File: config.mk
export PLATFORM = sky130hd
export DESIGN_NAME = arc_routing_regs
export DESIGN_NICKNAME = d
export VERILOG_FILES = /design/src/rtl/arc_pkg.sv /design/src/rtl/arc_code_decoder.sv /design/src/rtl/arc_routing_regs.sv
export SDC_FILE = /design/constraint.sdc
export NUM_CORES = 1
export LEC_CHECK = 0
export BUFFER_PORTS_ARGS = -buffer_cell sky130_fd_sc_hd__buf_2
export CELL_PAD_IN_SITES_DETAIL_PLACEMENT = 0
export CELL_PAD_IN_SITES_GLOBAL_PLACEMENT = 1
export CORE_MARGIN = 3
export CORE_UTILIZATION = 42
export DETAILED_ROUTE_END_ITERATION = 12
export HOLD_SLACK_MARGIN = 0.02
export PLACE_DENSITY_LB_ADDON = 0.1
export SLEW_MARGIN = 15
export SYNTH_ARGS = -nofsm -noshare
export SYNTH_HDL_FRONTEND = slang
export SYNTH_HIERARCHICAL = 1
export SYNTH_SLANG_ARGS = --single-unit
File: constraint.sdc
create_clock -name CLK_I -period 4 [get_ports CLK_I]
set_input_delay 0.2 -clock CLK_I [delete_from_list [all_inputs] [get_ports CLK_I]]
set_output_delay 0.2 -clock CLK_I [all_outputs]
set_load 0.03 [all_outputs]
File: src/rtl/arc_pkg.sv
// Constants, field layouts and carrier types of the analog routing register group.
// Assumes a single register clock; every user of these names imports the whole package.
package arc_pkg;

  // ***************************************************************
  // Register map (indices; byte address is four times the index)
  // ***************************************************************
  localparam int ADDR_W = 8;
  localparam int DATA_W = 32;
  localparam int BE_W = 4;
  localparam logic [5:0] IDX_ROUTING = 6'h0d;
  localparam logic [5:0] IDX_MAGNITUDE = 6'h0e;
  localparam logic [5:0] IDX_REFSEL = 6'h0f;
  localparam logic [5:0] IDX_STATUS = 6'h14;

  // ***************************************************************
  // Reset values and write masks
  // ***************************************************************
  localparam logic [7:0] RST_ROUTING = 8'hbb;
  localparam logic [7:0] RST_MAGNITUDE = 8'h00;
  localparam logic [7:0] RST_REFSEL = 8'h00;
  localparam logic [7:0] REFSEL_WR_MASK = 8'h3f;

  // ***************************************************************
  // Field positions and widths
  // ***************************************************************
  localparam int SRC_FIELD_W = 4;
  localparam int REF_FIELD_W = 3;
  localparam int SECOND_FIELD_LSB = 4;
  localparam int FIRST_FIELD_LSB = 0;
  localparam int POS_REF_LSB = 3;
  localparam int NEG_REF_LSB = 0;

  // ***************************************************************
  // Codes and decoded switch counts
  // ***************************************************************
  localparam logic [3:0] PIN_CODE_FIRST = 4'h0;
  localparam logic [3:0] PIN_CODE_NONE = 4'hb;
  localparam logic [3:0] LEVEL_CODE_OFF = 4'h0;
  localparam logic [3:0] LEVEL_CODE_FIRST = 4'h1;
  localparam logic [3:0] LEVEL_CODE_MAX = 4'ha;
  localparam logic [2:0] REF_CODE_FIRST = 3'h0;
  localparam logic [2:0] REF_CODE_MAX = 3'h4;
  localparam int N_PINS = 11;
  localparam int N_STEPS = 10;
  localparam int N_REFS = 5;

  // ***************************************************************
  // Status register bit positions
  // ***************************************************************
  localparam int ST_FIRST_PIN_RSV = 0;
  localparam int ST_SECOND_PIN_RSV = 1;
  localparam int ST_FIRST_LVL_RSV = 2;
  localparam int ST_SECOND_LVL_RSV = 3;
  localparam int ST_POS_REF_RSV = 4;
  localparam int ST_NEG_REF_RSV = 5;
  localparam int ST_FIRST_ACTIVE = 6;
  localparam int ST_SECOND_ACTIVE = 7;

  // Switch enables of one excitation source
  typedef struct packed {
    logic [N_STEPS-1:0] step_en;
    logic [N_PINS-1:0] pin_en;
  } arc_source_sw_t;

  // Switch enables of the reference pair
  typedef struct packed {
    logic [N_REFS-1:0] pos_en;
    logic [N_REFS-1:0] neg_en;
  } arc_ref_sw_t;

  // Bus handshake states
  typedef enum logic [0:0] {
    ST_IDLE = 1'b0,
    ST_ACK = 1'b1
  } arc_bus_state_t;

endpackage

File: src/rtl/arc_code_decoder.sv
// Registered one-hot decoder turning a stored field code into switch enables.
// Assumes the code input comes from a register on the same clock.
`timescale 1ns/1ps
module arc_code_decoder
  import arc_pkg::*;
#(
  parameter int CODE_W = 4,
  parameter int N_OUT = 11,
  parameter int BASE = 0,
  parameter int LAST_LEGAL = 11,
  parameter logic [CODE_W-1:0] RESET_CODE = '0
) (
  input wire logic clk_i,
  input wire logic rst_i,
  input wire logic [CODE_W-1:0] code_i,
  output logic [N_OUT-1:0] en_o,
  output logic reserved_o
);

  // ***************************************************************
  // Decode function
  // ***************************************************************
  // Codes outside BASE..BASE+N_OUT-1 close no switch at all
  function automatic logic [N_OUT-1:0] decode(input logic [CODE_W-1:0] code);
    logic [N_OUT-1:0] en;
    en = '0;
    for (int i = 0; i < N_OUT; i++) begin
      en[i] = (int'(code) == BASE + i);
    end
    return en;
  endfunction

  // Enables flopped so the top drives them straight from flip-flops
  always_ff @(posedge clk_i or posedge rst_i) begin
    if (rst_i) begin
      en_o <= decode(RESET_CODE);
    end else begin
      en_o <= decode(code_i);
    end
  end

  // Reserved flag follows the stored code one edge later
  always_ff @(posedge clk_i or posedge rst_i) begin
    if (rst_i) begin
      reserved_o <= (int'(RESET_CODE) > LAST_LEGAL);
    end else begin
      reserved_o <= (int'(code_i) > LAST_LEGAL);
    end
  end

endmodule

File: src/rtl/arc_routing_regs.sv
// Top of the analog routing register group: Avalon-MM slave, three config registers,
// a status register and the decoded switch enables for sources and reference.
// Assumes a synchronous Avalon-MM master on CLK_I with byte addressing.
// Function
// - Bits 7:4 route second source, pins 0-9, common
// - Bits 3:0 route first source, same mapping
// - Code 1011 disconnects, reset value, reserved codes open
// - Bits 7:4 set second source current, 0 off
// - Bits 3:0 set first source current, same coding
// - Bits 5:3 choose positive reference input
// - Bits 2:0 choose negative reference input
// - Reference fields reset to internal reference pair
//
// Register access over Avalon-MM was decided locally.
`timescale 1ns/1ps
module arc_routing_regs
  import arc_pkg::*;
(
  input wire logic CLK_I,
  input wire logic RST_I,
  input wire logic [ADDR_W-1:0] AVS_ADDRESS_I,
  input wire logic AVS_READ_I,
  input wire logic AVS_WRITE_I,
  input wire logic [DATA_W-1:0] AVS_WRITEDATA_I,
  input wire logic [BE_W-1:0] AVS_BYTEENABLE_I,
  output logic [DATA_W-1:0] AVS_READDATA_O,
  output logic AVS_WAITREQUEST_O,
  output arc_source_sw_t FIRST_SOURCE_O,
  output arc_source_sw_t SECOND_SOURCE_O,
  output arc_ref_sw_t REFERENCE_O
);

  // ***************************************************************
  // Address decode helpers
  // ***************************************************************
  // Full byte address must match; low two bits must be zero
  function automatic logic addr_hit(input logic [ADDR_W-1:0] addr, input logic [5:0] idx);
    return addr == {idx, 2'b00};
  endfunction

  // ***************************************************************
  // Declarations
  // ***************************************************************
  arc_bus_state_t state_q;
  arc_bus_state_t state_d;
  logic waitrequest_q;
  logic [DATA_W-1:0] readdata_q;
  logic [7:0] routing_q;
  logic [7:0] magnitude_q;
  logic [7:0] refsel_q;
  logic [7:0] status_w;
  logic [7:0] read_mux;
  logic req;
  logic wr_take;
  logic [7:0] wr_byte;
  logic [N_PINS-1:0] first_pin_en;
  logic [N_PINS-1:0] second_pin_en;
  logic [N_STEPS-1:0] first_step_en;
  logic [N_STEPS-1:0] second_step_en;
  logic [N_REFS-1:0] pos_ref_en;
  logic [N_REFS-1:0] neg_ref_en;
  logic first_pin_rsv;
  logic second_pin_rsv;
  logic first_lvl_rsv;
  logic second_lvl_rsv;
  logic pos_ref_rsv;
  logic neg_ref_rsv;

  // ***************************************************************
  // Bus handshake
  // ***************************************************************
  // Request seen in idle gets one wait cycle, then completes in ack.
  // The fixed single wait state keeps read data registered at no cost in logic.
  assign req = AVS_READ_I | AVS_WRITE_I;

  always_comb begin
    state_d = state_q;
    unique case (state_q)
      ST_IDLE: begin
        if (req) begin
          state_d = ST_ACK;
        end
      end
      ST_ACK: begin
        state_d = ST_IDLE;
      end
    endcase
  end

  // State register
  always_ff @(posedge CLK_I or posedge RST_I) begin
    if (RST_I) begin
      state_q <= ST_IDLE;
    end else begin
      state_q <= state_d;
    end
  end

  // Waitrequest drops for exactly the ack cycle; held high through reset
  always_ff @(posedge CLK_I or posedge RST_I) begin
    if (RST_I) begin
      waitrequest_q <= 1'b1;
    end else begin
      waitrequest_q <= !(state_q == ST_IDLE && req);
    end
  end

  // Write commits on the edge where the master sees waitrequest low
  assign wr_take = (state_q == ST_ACK) && AVS_WRITE_I && AVS_BYTEENABLE_I[0];
  assign wr_byte = AVS_WRITEDATA_I[7:0];

  // ***************************************************************
  // Configuration registers
  // ***************************************************************
  // Routing register; any code is stored as written, reserved ones included
  always_ff @(posedge CLK_I or posedge RST_I) begin
    if (RST_I) begin
      routing_q <= RST_ROUTING;
    end else if (wr_take && addr_hit(AVS_ADDRESS_I, IDX_ROUTING)) begin
      routing_q <= wr_byte;
    end
  end

  // Magnitude register
  always_ff @(posedge CLK_I or posedge RST_I) begin
    if (RST_I) begin
      magnitude_q <= RST_MAGNITUDE;
    end else if (wr_take && addr_hit(AVS_ADDRESS_I, IDX_MAGNITUDE)) begin
      magnitude_q <= wr_byte;
    end
  end

  // Reference select; the two top bits never store anything
  always_ff @(posedge CLK_I or posedge RST_I) begin
    if (RST_I) begin
      refsel_q <= RST_REFSEL;
    end else if (wr_take && addr_hit(AVS_ADDRESS_I, IDX_REFSEL)) begin
      refsel_q <= wr_byte & REFSEL_WR_MASK;
    end
  end

  // ***************************************************************
  // Status and read path
  // ***************************************************************
  // Reserved flags plus whether each source is both routed and powered
  always_comb begin
    status_w = 8'h00;
    status_w[ST_FIRST_PIN_RSV] = first_pin_rsv;
    status_w[ST_SECOND_PIN_RSV] = second_pin_rsv;
    status_w[ST_FIRST_LVL_RSV] = first_lvl_rsv;
    status_w[ST_SECOND_LVL_RSV] = second_lvl_rsv;
    status_w[ST_POS_REF_RSV] = pos_ref_rsv;
    status_w[ST_NEG_REF_RSV] = neg_ref_rsv;
    status_w[ST_FIRST_ACTIVE] = (|first_pin_en) & (|first_step_en);
    status_w[ST_SECOND_ACTIVE] = (|second_pin_en) & (|second_step_en);
  end

  // Unmapped addresses read as zero
  always_comb begin
    read_mux = 8'h00;
    if (addr_hit(AVS_ADDRESS_I, IDX_ROUTING)) begin
      read_mux = routing_q;
    end else if (addr_hit(AVS_ADDRESS_I, IDX_MAGNITUDE)) begin
      read_mux = magnitude_q;
    end else if (addr_hit(AVS_ADDRESS_I, IDX_REFSEL)) begin
      read_mux = refsel_q & REFSEL_WR_MASK;
    end else if (addr_hit(AVS_ADDRESS_I, IDX_STATUS)) begin
      read_mux = status_w;
    end
  end

  // Read data captured entering ack, so it stands through the ack cycle
  always_ff @(posedge CLK_I or posedge RST_I) begin
    if (RST_I) begin
      readdata_q <= '0;
    end else if (state_q == ST_IDLE && AVS_READ_I) begin
      readdata_q <= {{(DATA_W-8){1'b0}}, read_mux};
    end
  end

  // ***************************************************************
  // Switch decoders
  // ***************************************************************
  // Second source pin routing: codes 0-10 close one pin, 11 none
  arc_code_decoder #(
    .CODE_W(SRC_FIELD_W),
    .N_OUT(N_PINS),
    .BASE(int'(PIN_CODE_FIRST)),
    .LAST_LEGAL(int'(PIN_CODE_NONE)),
    .RESET_CODE(RST_ROUTING[SECOND_FIELD_LSB +: SRC_FIELD_W])
  ) u_second_pin (
    .clk_i(CLK_I),
    .rst_i(RST_I),
    .code_i(routing_q[SECOND_FIELD_LSB +: SRC_FIELD_W]),
    .en_o(second_pin_en),
    .reserved_o(second_pin_rsv)
  );

  // First source pin routing
  arc_code_decoder #(
    .CODE_W(SRC_FIELD_W),
    .N_OUT(N_PINS),
    .BASE(int'(PIN_CODE_FIRST)),
    .LAST_LEGAL(int'(PIN_CODE_NONE)),
    .RESET_CODE(RST_ROUTING[FIRST_FIELD_LSB +: SRC_FIELD_W])
  ) u_first_pin (
    .clk_i(CLK_I),
    .rst_i(RST_I),
    .code_i(routing_q[FIRST_FIELD_LSB +: SRC_FIELD_W]),
    .en_o(first_pin_en),
    .reserved_o(first_pin_rsv)
  );

  // Second source current step: code 0 off, 1-10 one step each
  arc_code_decoder #(
    .CODE_W(SRC_FIELD_W),
    .N_OUT(N_STEPS),
    .BASE(int'(LEVEL_CODE_FIRST)),
    .LAST_LEGAL(int'(LEVEL_CODE_MAX)),
    .RESET_CODE(RST_MAGNITUDE[SECOND_FIELD_LSB +: SRC_FIELD_W])
  ) u_second_level (
    .clk_i(CLK_I),
    .rst_i(RST_I),
    .code_i(magnitude_q[SECOND_FIELD_LSB +: SRC_FIELD_W]),
    .en_o(second_step_en),
    .reserved_o(second_lvl_rsv)
  );

  // First source current step
  arc_code_decoder #(
    .CODE_W(SRC_FIELD_W),
    .N_OUT(N_STEPS),
    .BASE(int'(LEVEL_CODE_FIRST)),
    .LAST_LEGAL(int'(LEVEL_CODE_MAX)),
    .RESET_CODE(RST_MAGNITUDE[FIRST_FIELD_LSB +: SRC_FIELD_W])
  ) u_first_level (
    .clk_i(CLK_I),
    .rst_i(RST_I),
    .code_i(magnitude_q[FIRST_FIELD_LSB +: SRC_FIELD_W]),
    .en_o(first_step_en),
    .reserved_o(first_lvl_rsv)
  );

  // Positive reference: internal, in0, in2, in4, analog supply
  arc_code_decoder #(
    .CODE_W(REF_FIELD_W),
    .N_OUT(N_REFS),
    .BASE(int'(REF_CODE_FIRST)),
    .LAST_LEGAL(int'(REF_CODE_MAX)),
    .RESET_CODE(RST_REFSEL[POS_REF_LSB +: REF_FIELD_W])
  ) u_pos_ref (
    .clk_i(CLK_I),
    .rst_i(RST_I),
    .code_i(refsel_q[POS_REF_LSB +: REF_FIELD_W]),
    .en_o(pos_ref_en),
    .reserved_o(pos_ref_rsv)
  );

  // Negative reference: internal, in1, in3, in5, analog ground
  arc_code_decoder #(
    .CODE_W(REF_FIELD_W),
    .N_OUT(N_REFS),
    .BASE(int'(REF_CODE_FIRST)),
    .LAST_LEGAL(int'(REF_CODE_MAX)),
    .RESET_CODE(RST_REFSEL[NEG_REF_LSB +: REF_FIELD_W])
  ) u_neg_ref (
    .clk_i(CLK_I),
    .rst_i(RST_I),
    .code_i(refsel_q[NEG_REF_LSB +: REF_FIELD_W]),
    .en_o(neg_ref_en),
    .reserved_o(neg_ref_rsv)
  );

  // ***************************************************************
  // Outputs
  // ***************************************************************
  // All outputs are flip-flop outputs passed through as wires
  assign AVS_READDATA_O = readdata_q;
  assign AVS_WAITREQUEST_O = waitrequest_q;
  assign FIRST_SOURCE_O.pin_en = first_pin_en;
  assign FIRST_SOURCE_O.step_en = first_step_en;
  assign SECOND_SOURCE_O.pin_en = second_pin_en;
  assign SECOND_SOURCE_O.step_en = second_step_en;
  assign REFERENCE_O.pos_en = pos_ref_en;
  assign REFERENCE_O.neg_en = neg_ref_en;

endmodule

## Word level (Yosys, flattened, before mapping)

Cells that the tools add are included.

| word-level totals | value |
|---|---|
| register bits after elaboration | 90 |
| bits in latches | 0 |
| RAM bits | 0 |
| memory bits (read-only) | 0 |
| bits of input ports | 48 |
| word-level logic and storage cells | 102 |
| memories kept | 0 |

| operators by class | value |
|---|---|
| add/sub/neg operators | 0 |
| multiply operators | 0 |
| div/mod/pow operators | 0 |
| $lt $le $gt $ge | 6 |
| eq/ne operators | 52 |
| shift-type cells | 0 |
| mux-type cells | 6 |
| bitwise operators | 4 |
| reductions and logical operators | 16 |

Operators with widths:

| kind | count |
|---|---|
| equality test 4 bit (second input constant) | 28 |
| equality test 4 x 3 -> 1 bit (second input constant) | 8 |
| 2-to-1 mux 8 bit | 4 |
| equality test 8 x 6 -> 1 bit (second input constant) | 3 |
| OR reduction 11 bit | 2 |
| OR reduction 10 bit | 2 |
| equality test 3 bit (second input constant) | 6 |
| equality test 4 x 2 -> 1 bit (second input constant) | 4 |
| greater-than comparator 4 bit (second input constant) | 4 |
| equality test 8 x 7 -> 1 bit (second input constant) | 1 |
| zero test 4 bit | 2 |
| logical AND 1 bit | 7 |
| equality test 3 x 2 -> 1 bit (second input constant) | 2 |
| greater-than comparator 3 bit (second input constant) | 2 |
| zero test 3 bit | 2 |
| bitwise AND 1 bit | 2 |
| one-hot mux 1 bit (2 select lines) | 1 |
| zero test 1 bit | 1 |
| 2-to-1 mux 1 bit | 1 |
| NOT 1 bit | 1 |
| bitwise OR 1 bit | 1 |

## Depth between registers and ports, before layout

| depth | value |
|---|---|
| depth in word-level cells | 6 |
| mapped depth | 5 |
| depth with buffers taken out | 4 |

## Hierarchy

Netlist, hierarchy kept.

By module, submodules not included:

| module | times used | cells an instance | area each (um2) |
|---|---|---|---|
| arc_routing_regs | 1 | 176 | 1806.7 |
| arc_code_decoder at u_first_pin ... | 2 | 29 | 528.0 |
| arc_code_decoder at u_first_level ... | 2 | 29 | 377.9 |
| arc_code_decoder at u_neg_ref ... | 2 | 13 | 200.2 |

## Least setup slack after synthesis

Ideal clock, no wire load.

| timing path | value |
|---|---|
| path kind | input port to flip-flop |
| from | in AVS_ADDRESS_I[1] |
| to | reg readdata_q[7], in the netlist AVS_READDATA_O[7] |
| library setup time | 0.094 ns |
| arrival time | 1.554 ns |
| required time | 3.906 ns |
| slack | 2.352 ns |
| stages on the path | 5 |
| path through | or4b_1 buf_4 nor4_4 nand3_1 a211oi_1 |

| between the ends | value |
|---|---|
| cells in the longest elaborated chain, start to end | 5 |
| elaborated cells on any way between the ends | 8 |

RTL lines:

| element | line | source |
|---|---|---|
| start, declared | arc_routing_regs.sv:21 | `input wire logic [ADDR_W-1:0] AVS_ADDRESS_I,` |
| equality test 8 x 7 -> 1 bit | arc_routing_regs.sv:38 | `return addr == {idx, 2'b00};` |
| 2-to-1 mux 8 bit | arc_routing_regs.sv:167 | `end else if (addr_hit(AVS_ADDRESS_I, IDX_STATUS)) begin` |
| 2-to-1 mux 8 bit | arc_routing_regs.sv:165 | `end else if (addr_hit(AVS_ADDRESS_I, IDX_REFSEL)) begin` |
| 2-to-1 mux 8 bit | arc_routing_regs.sv:163 | `end else if (addr_hit(AVS_ADDRESS_I, IDX_MAGNITUDE)) begin` |
| 2-to-1 mux 8 bit (*) | arc_routing_regs.sv:161 | `if (addr_hit(AVS_ADDRESS_I, IDX_ROUTING)) begin` |
| end signal, assigned | arc_routing_regs.sv:177 | `readdata_q <= {{(DATA_W-8){1'b0}}, read_mux};` |
| end, declared | arc_routing_regs.sv:47 | `logic [DATA_W-1:0] readdata_q;` |

Every way passes the cells marked *; elsewhere a longest branch is shown, timed or not.
A chain may end at the register's enable or synchronous reset.

## Worst setup path after layout

| timing path | value |
|---|---|
| from | in AVS_ADDRESS_I[1] |
| to | reg magnitude_q[6] |

| between the ends | value |
|---|---|
| cells in the longest elaborated chain, start to end | 2 |

RTL lines:

| element | line | source |
|---|---|---|
| equality test 8 x 6 -> 1 bit | arc_routing_regs.sv:38 |  |
| logical AND 1 bit | arc_routing_regs.sv:128 | `end else if (wr_take && addr_hit(AVS_ADDRESS_I, IDX_MAGNITUDE)) begin` |
| end signal, assigned | arc_routing_regs.sv:129 | `magnitude_q <= wr_byte;` |
| end, declared | arc_routing_regs.sv:49 | `logic [7:0] magnitude_q;` |

Every way passes these cells.

==> flow_summary.yaml <==
outcome:
  status: "finished, final reports clean"
clock_network:
  cts_tree: "built"
  cts.sinks: 90
  cts-root-buf: "clkbuf_8"
  clockBufferDepth: 2
  clk_pin_slew_ps: 90
  cts_buffers: 9
  cts_resized: 0
  worstSkewPairLatency_ps: 350
  cts_htree_levels: 3
logic_synthesis:
  synth-async-reset-ratio_pct: 100.0
  ys.flop_type: "dfrtp_1"
  mappedNetlistArea_sq_um: 4019
  ys_seq_elements: 90
  synth_edf_count: 0
  yosysWarnings: 6
  yosys-top-cells-count: "dfrtp_1, nor3_1, buf_4"
  netlist_instances: 318
  synth.distinct_cells: 44
  yosysTopAreaCellShare_pct: 50.44
  ys_top_cells_by_area: "dfrtp_1, dfstp_2, mux2_2"
  avgSynthCellArea_sq_um: 12.64
  synth.largest_area_cell: "dfrtp_1"
  synth-seq-area-share_pct: 56.32
  synth.most_common_cell: "dfrtp_1"
cells_and_area:
  nets: 446
  n_antenna_cell: 0
  utilization_pct: 49.37
  layout-drive-gt1-share_pct: 38.21
  area_delta_synth_final_pct: 14.04
timing:
  fmax_mhz: 492.7
  relSlewSlack_pct: 49.64
  finalSetupTns_ps: 0
  drv_slew: 0
  fin_hold_ws_ps: 84.41
  final-hold-violation-count: 0
  finalCriticalPeriod_ps: 2030
  tightest_slew_ps: 745.0
  finalSetupViolations: 0
  post-route-period-util_pct: 50.74
  grt_setup_unrepaired: "no"
  skew_ps: 13.01
pwr:
  leakagePower_nw: 2.302
  ir_drop_v: 0.0001906
  powerDensity_nw_per_um2: 374.9
setup_path:
  reg2reg_slack_ps: 2410
  reg2reg_to: "refsel_q[0]"
  crit_fanout: 8
  end_kind: "flop"
  regToRegStartpoint: "state_q"
  worstPathArrival_ps: 2270
  criticalPathCategory: "in -> reg"
  start_kind: "primary input"
  worst_ep_required_time_ps: 4240
  worstRegToRegCells: 4
floorplan:
  die-area_sq_um: 10780
  core-area_sq_um: 9284
  io-pin-count: 133
  num_rows: 35
  die_h_um: 103.8
  chipWidth_um: 103.8
  initial_utilization_pct: 43.29
grt:
  track_usage_pct: 16.20
  grt.overflow.total: 0
  antenna_found_initial: 0
  grt_pass1_vias: 2633
  grt_start_max_net_pins: 30
  grt_pass1_wl_mm: 13.90
detailed_routing:
  vias: 2603
  drt_wl_total_mm: 8.495
  dr.pass1.iters: 6
  ant_nets: 0
  drtIter0Drc: 66
  drc: 0
  viasPerCell: 4.893
  wire_per_inst_um: 15.97
min_path:
  whs_path_depth: 2
  min_path_type: "in -> reg"
  min_from: "AVS_WRITEDATA_I[7]"
  hold_end: "magnitude_q[7]"
place:
  gp_congestion: 0.7586
  hpwl_mm: 6.070
  numPortBuffers: 81
run:
  drv_cap: 0
[cell usage in the layout, fill, tap and decap left out, drive strengths merged, types with 2 or more instances in the layout]
| cell type | instances |
|---|---|
| buf | 82 |
| dfrtp | 81 |
| nor3 | 27 |
| conb | 24 |
| mux2 | 22 |
| nor2 | 20 |
| a21oi | 15 |
| clkbuf | 11 |
| nor4 | 11 |
| nor2b | 10 |
| inv | 10 |
| nand2b | 10 |
| and4bb | 10 |
| dfstp | 9 |
| nor4b | 9 |
| nor3b | 7 |
| nand3 | 7 |
| a211oi | 7 |
| nand2 | 6 |
| clkinvlp | 3 |
| and4b | 3 |
| a21o | 2 |
| and2 | 2 |
| and3b | 2 |
| o21a | 2 |
| o21ai | 2 |
[worst max-delay path, stage by stage]
cell	delay (ps)
buf_2	100
nor4b_1	670
and4b_1	500
nand2_1	370
mux2_1	430
[flip-flops by register name, indices dropped and copies added (netlist names), 5 cells and up]
register             flops
u_second_level/en_o     10
u_first_level/en_o      10
u_neg_ref/en_o           5
u_pos_ref/en_o           5
u_first_pin/en_o        11
magnitude_q              8
AVS_READDATA_O           8
refsel_q                 6
u_second_pin/en_o       11
routing_q                8
[worst max path at each step]
stage / start / to / slack, ps / cells after the start
final: AVS_ADDRESS_I[1] / magnitude_q[6] / 1970 / 5
after CTS: AVS_ADDRESS_I[1] / magnitude_q[6] / 1960 / 5
after global placement: AVS_ADDRESS_I[1] / magnitude_q[6] / 1690 / 5
after floorplan: AVS_ADDRESS_I[1] / AVS_READDATA_O[7] / 2350 / 5
after detailed placement: AVS_ADDRESS_I[1] / magnitude_q[6] / 1550 / 5
after global routing: AVS_ADDRESS_I[1] / magnitude_q[6] / 1830 / 5
[area by class of cell]
class                           count  area, sq um
Sequential cell                    90         2263
Fill cell                         897         4701
Timing Repair Buffer               83        422.9
Tap cell                          129        161.4
Clock buffer                       11        151.4
Multi-Input combinational cell    205         1514
Clock inverter                      5        36.28
Inverter                            9        33.78
[where the power goes]
group / switching [mW] / internal (mW)
Combinational: 0.132 / 0.0492
Clock: 0.318 / 0.261
Sequential: 0.0235 / 0.935
[through the flow]
step | worst slack [ps] | power, mW | instances | instance area [sq um]
2_1_floorplan | 2352 | 1.120 | 341 | 4105
3_3_place_gp | 1688 | 1.155 | 515 | 4385
3_5_place_dp | 1554 | 1.157 | 515 | 4385
4_1_cts | 1964 | 1.739 | 532 | 4583
5_1_grt | 1832 | 1.800 | 532 | 4583
6_report | 1970 | 1.718 | 532 | 4583
[logic make-up after synthesis]
kind of cell,Yosys count,share of synthesized area (%)
AOI/OAI and AO/OA,30,4.514
buffers and inverters,46,8.157
DFF,90,56.32
muxes,22,6.164
other,1,0.09331
and+or+nand+nor,129,24.75
[timing repair]
item	4_1_cts	5_1_grt
hold buffers	1	0
setup endpoints to repair	0	0
endpoints found under the hold margin	59	0
setup buffers	0	0
[per-layer routing]
layer	global-route usage (%)	up-vias	part of all wire, %
li1	-	1242	-
met3	3.925	8	5.1
met4	4.368	0	1.0
met5	0	-	0
met2	24.47	71	45
met1	23.46	1282	49
Note: power is estimated with default switching activity, not from simulation.
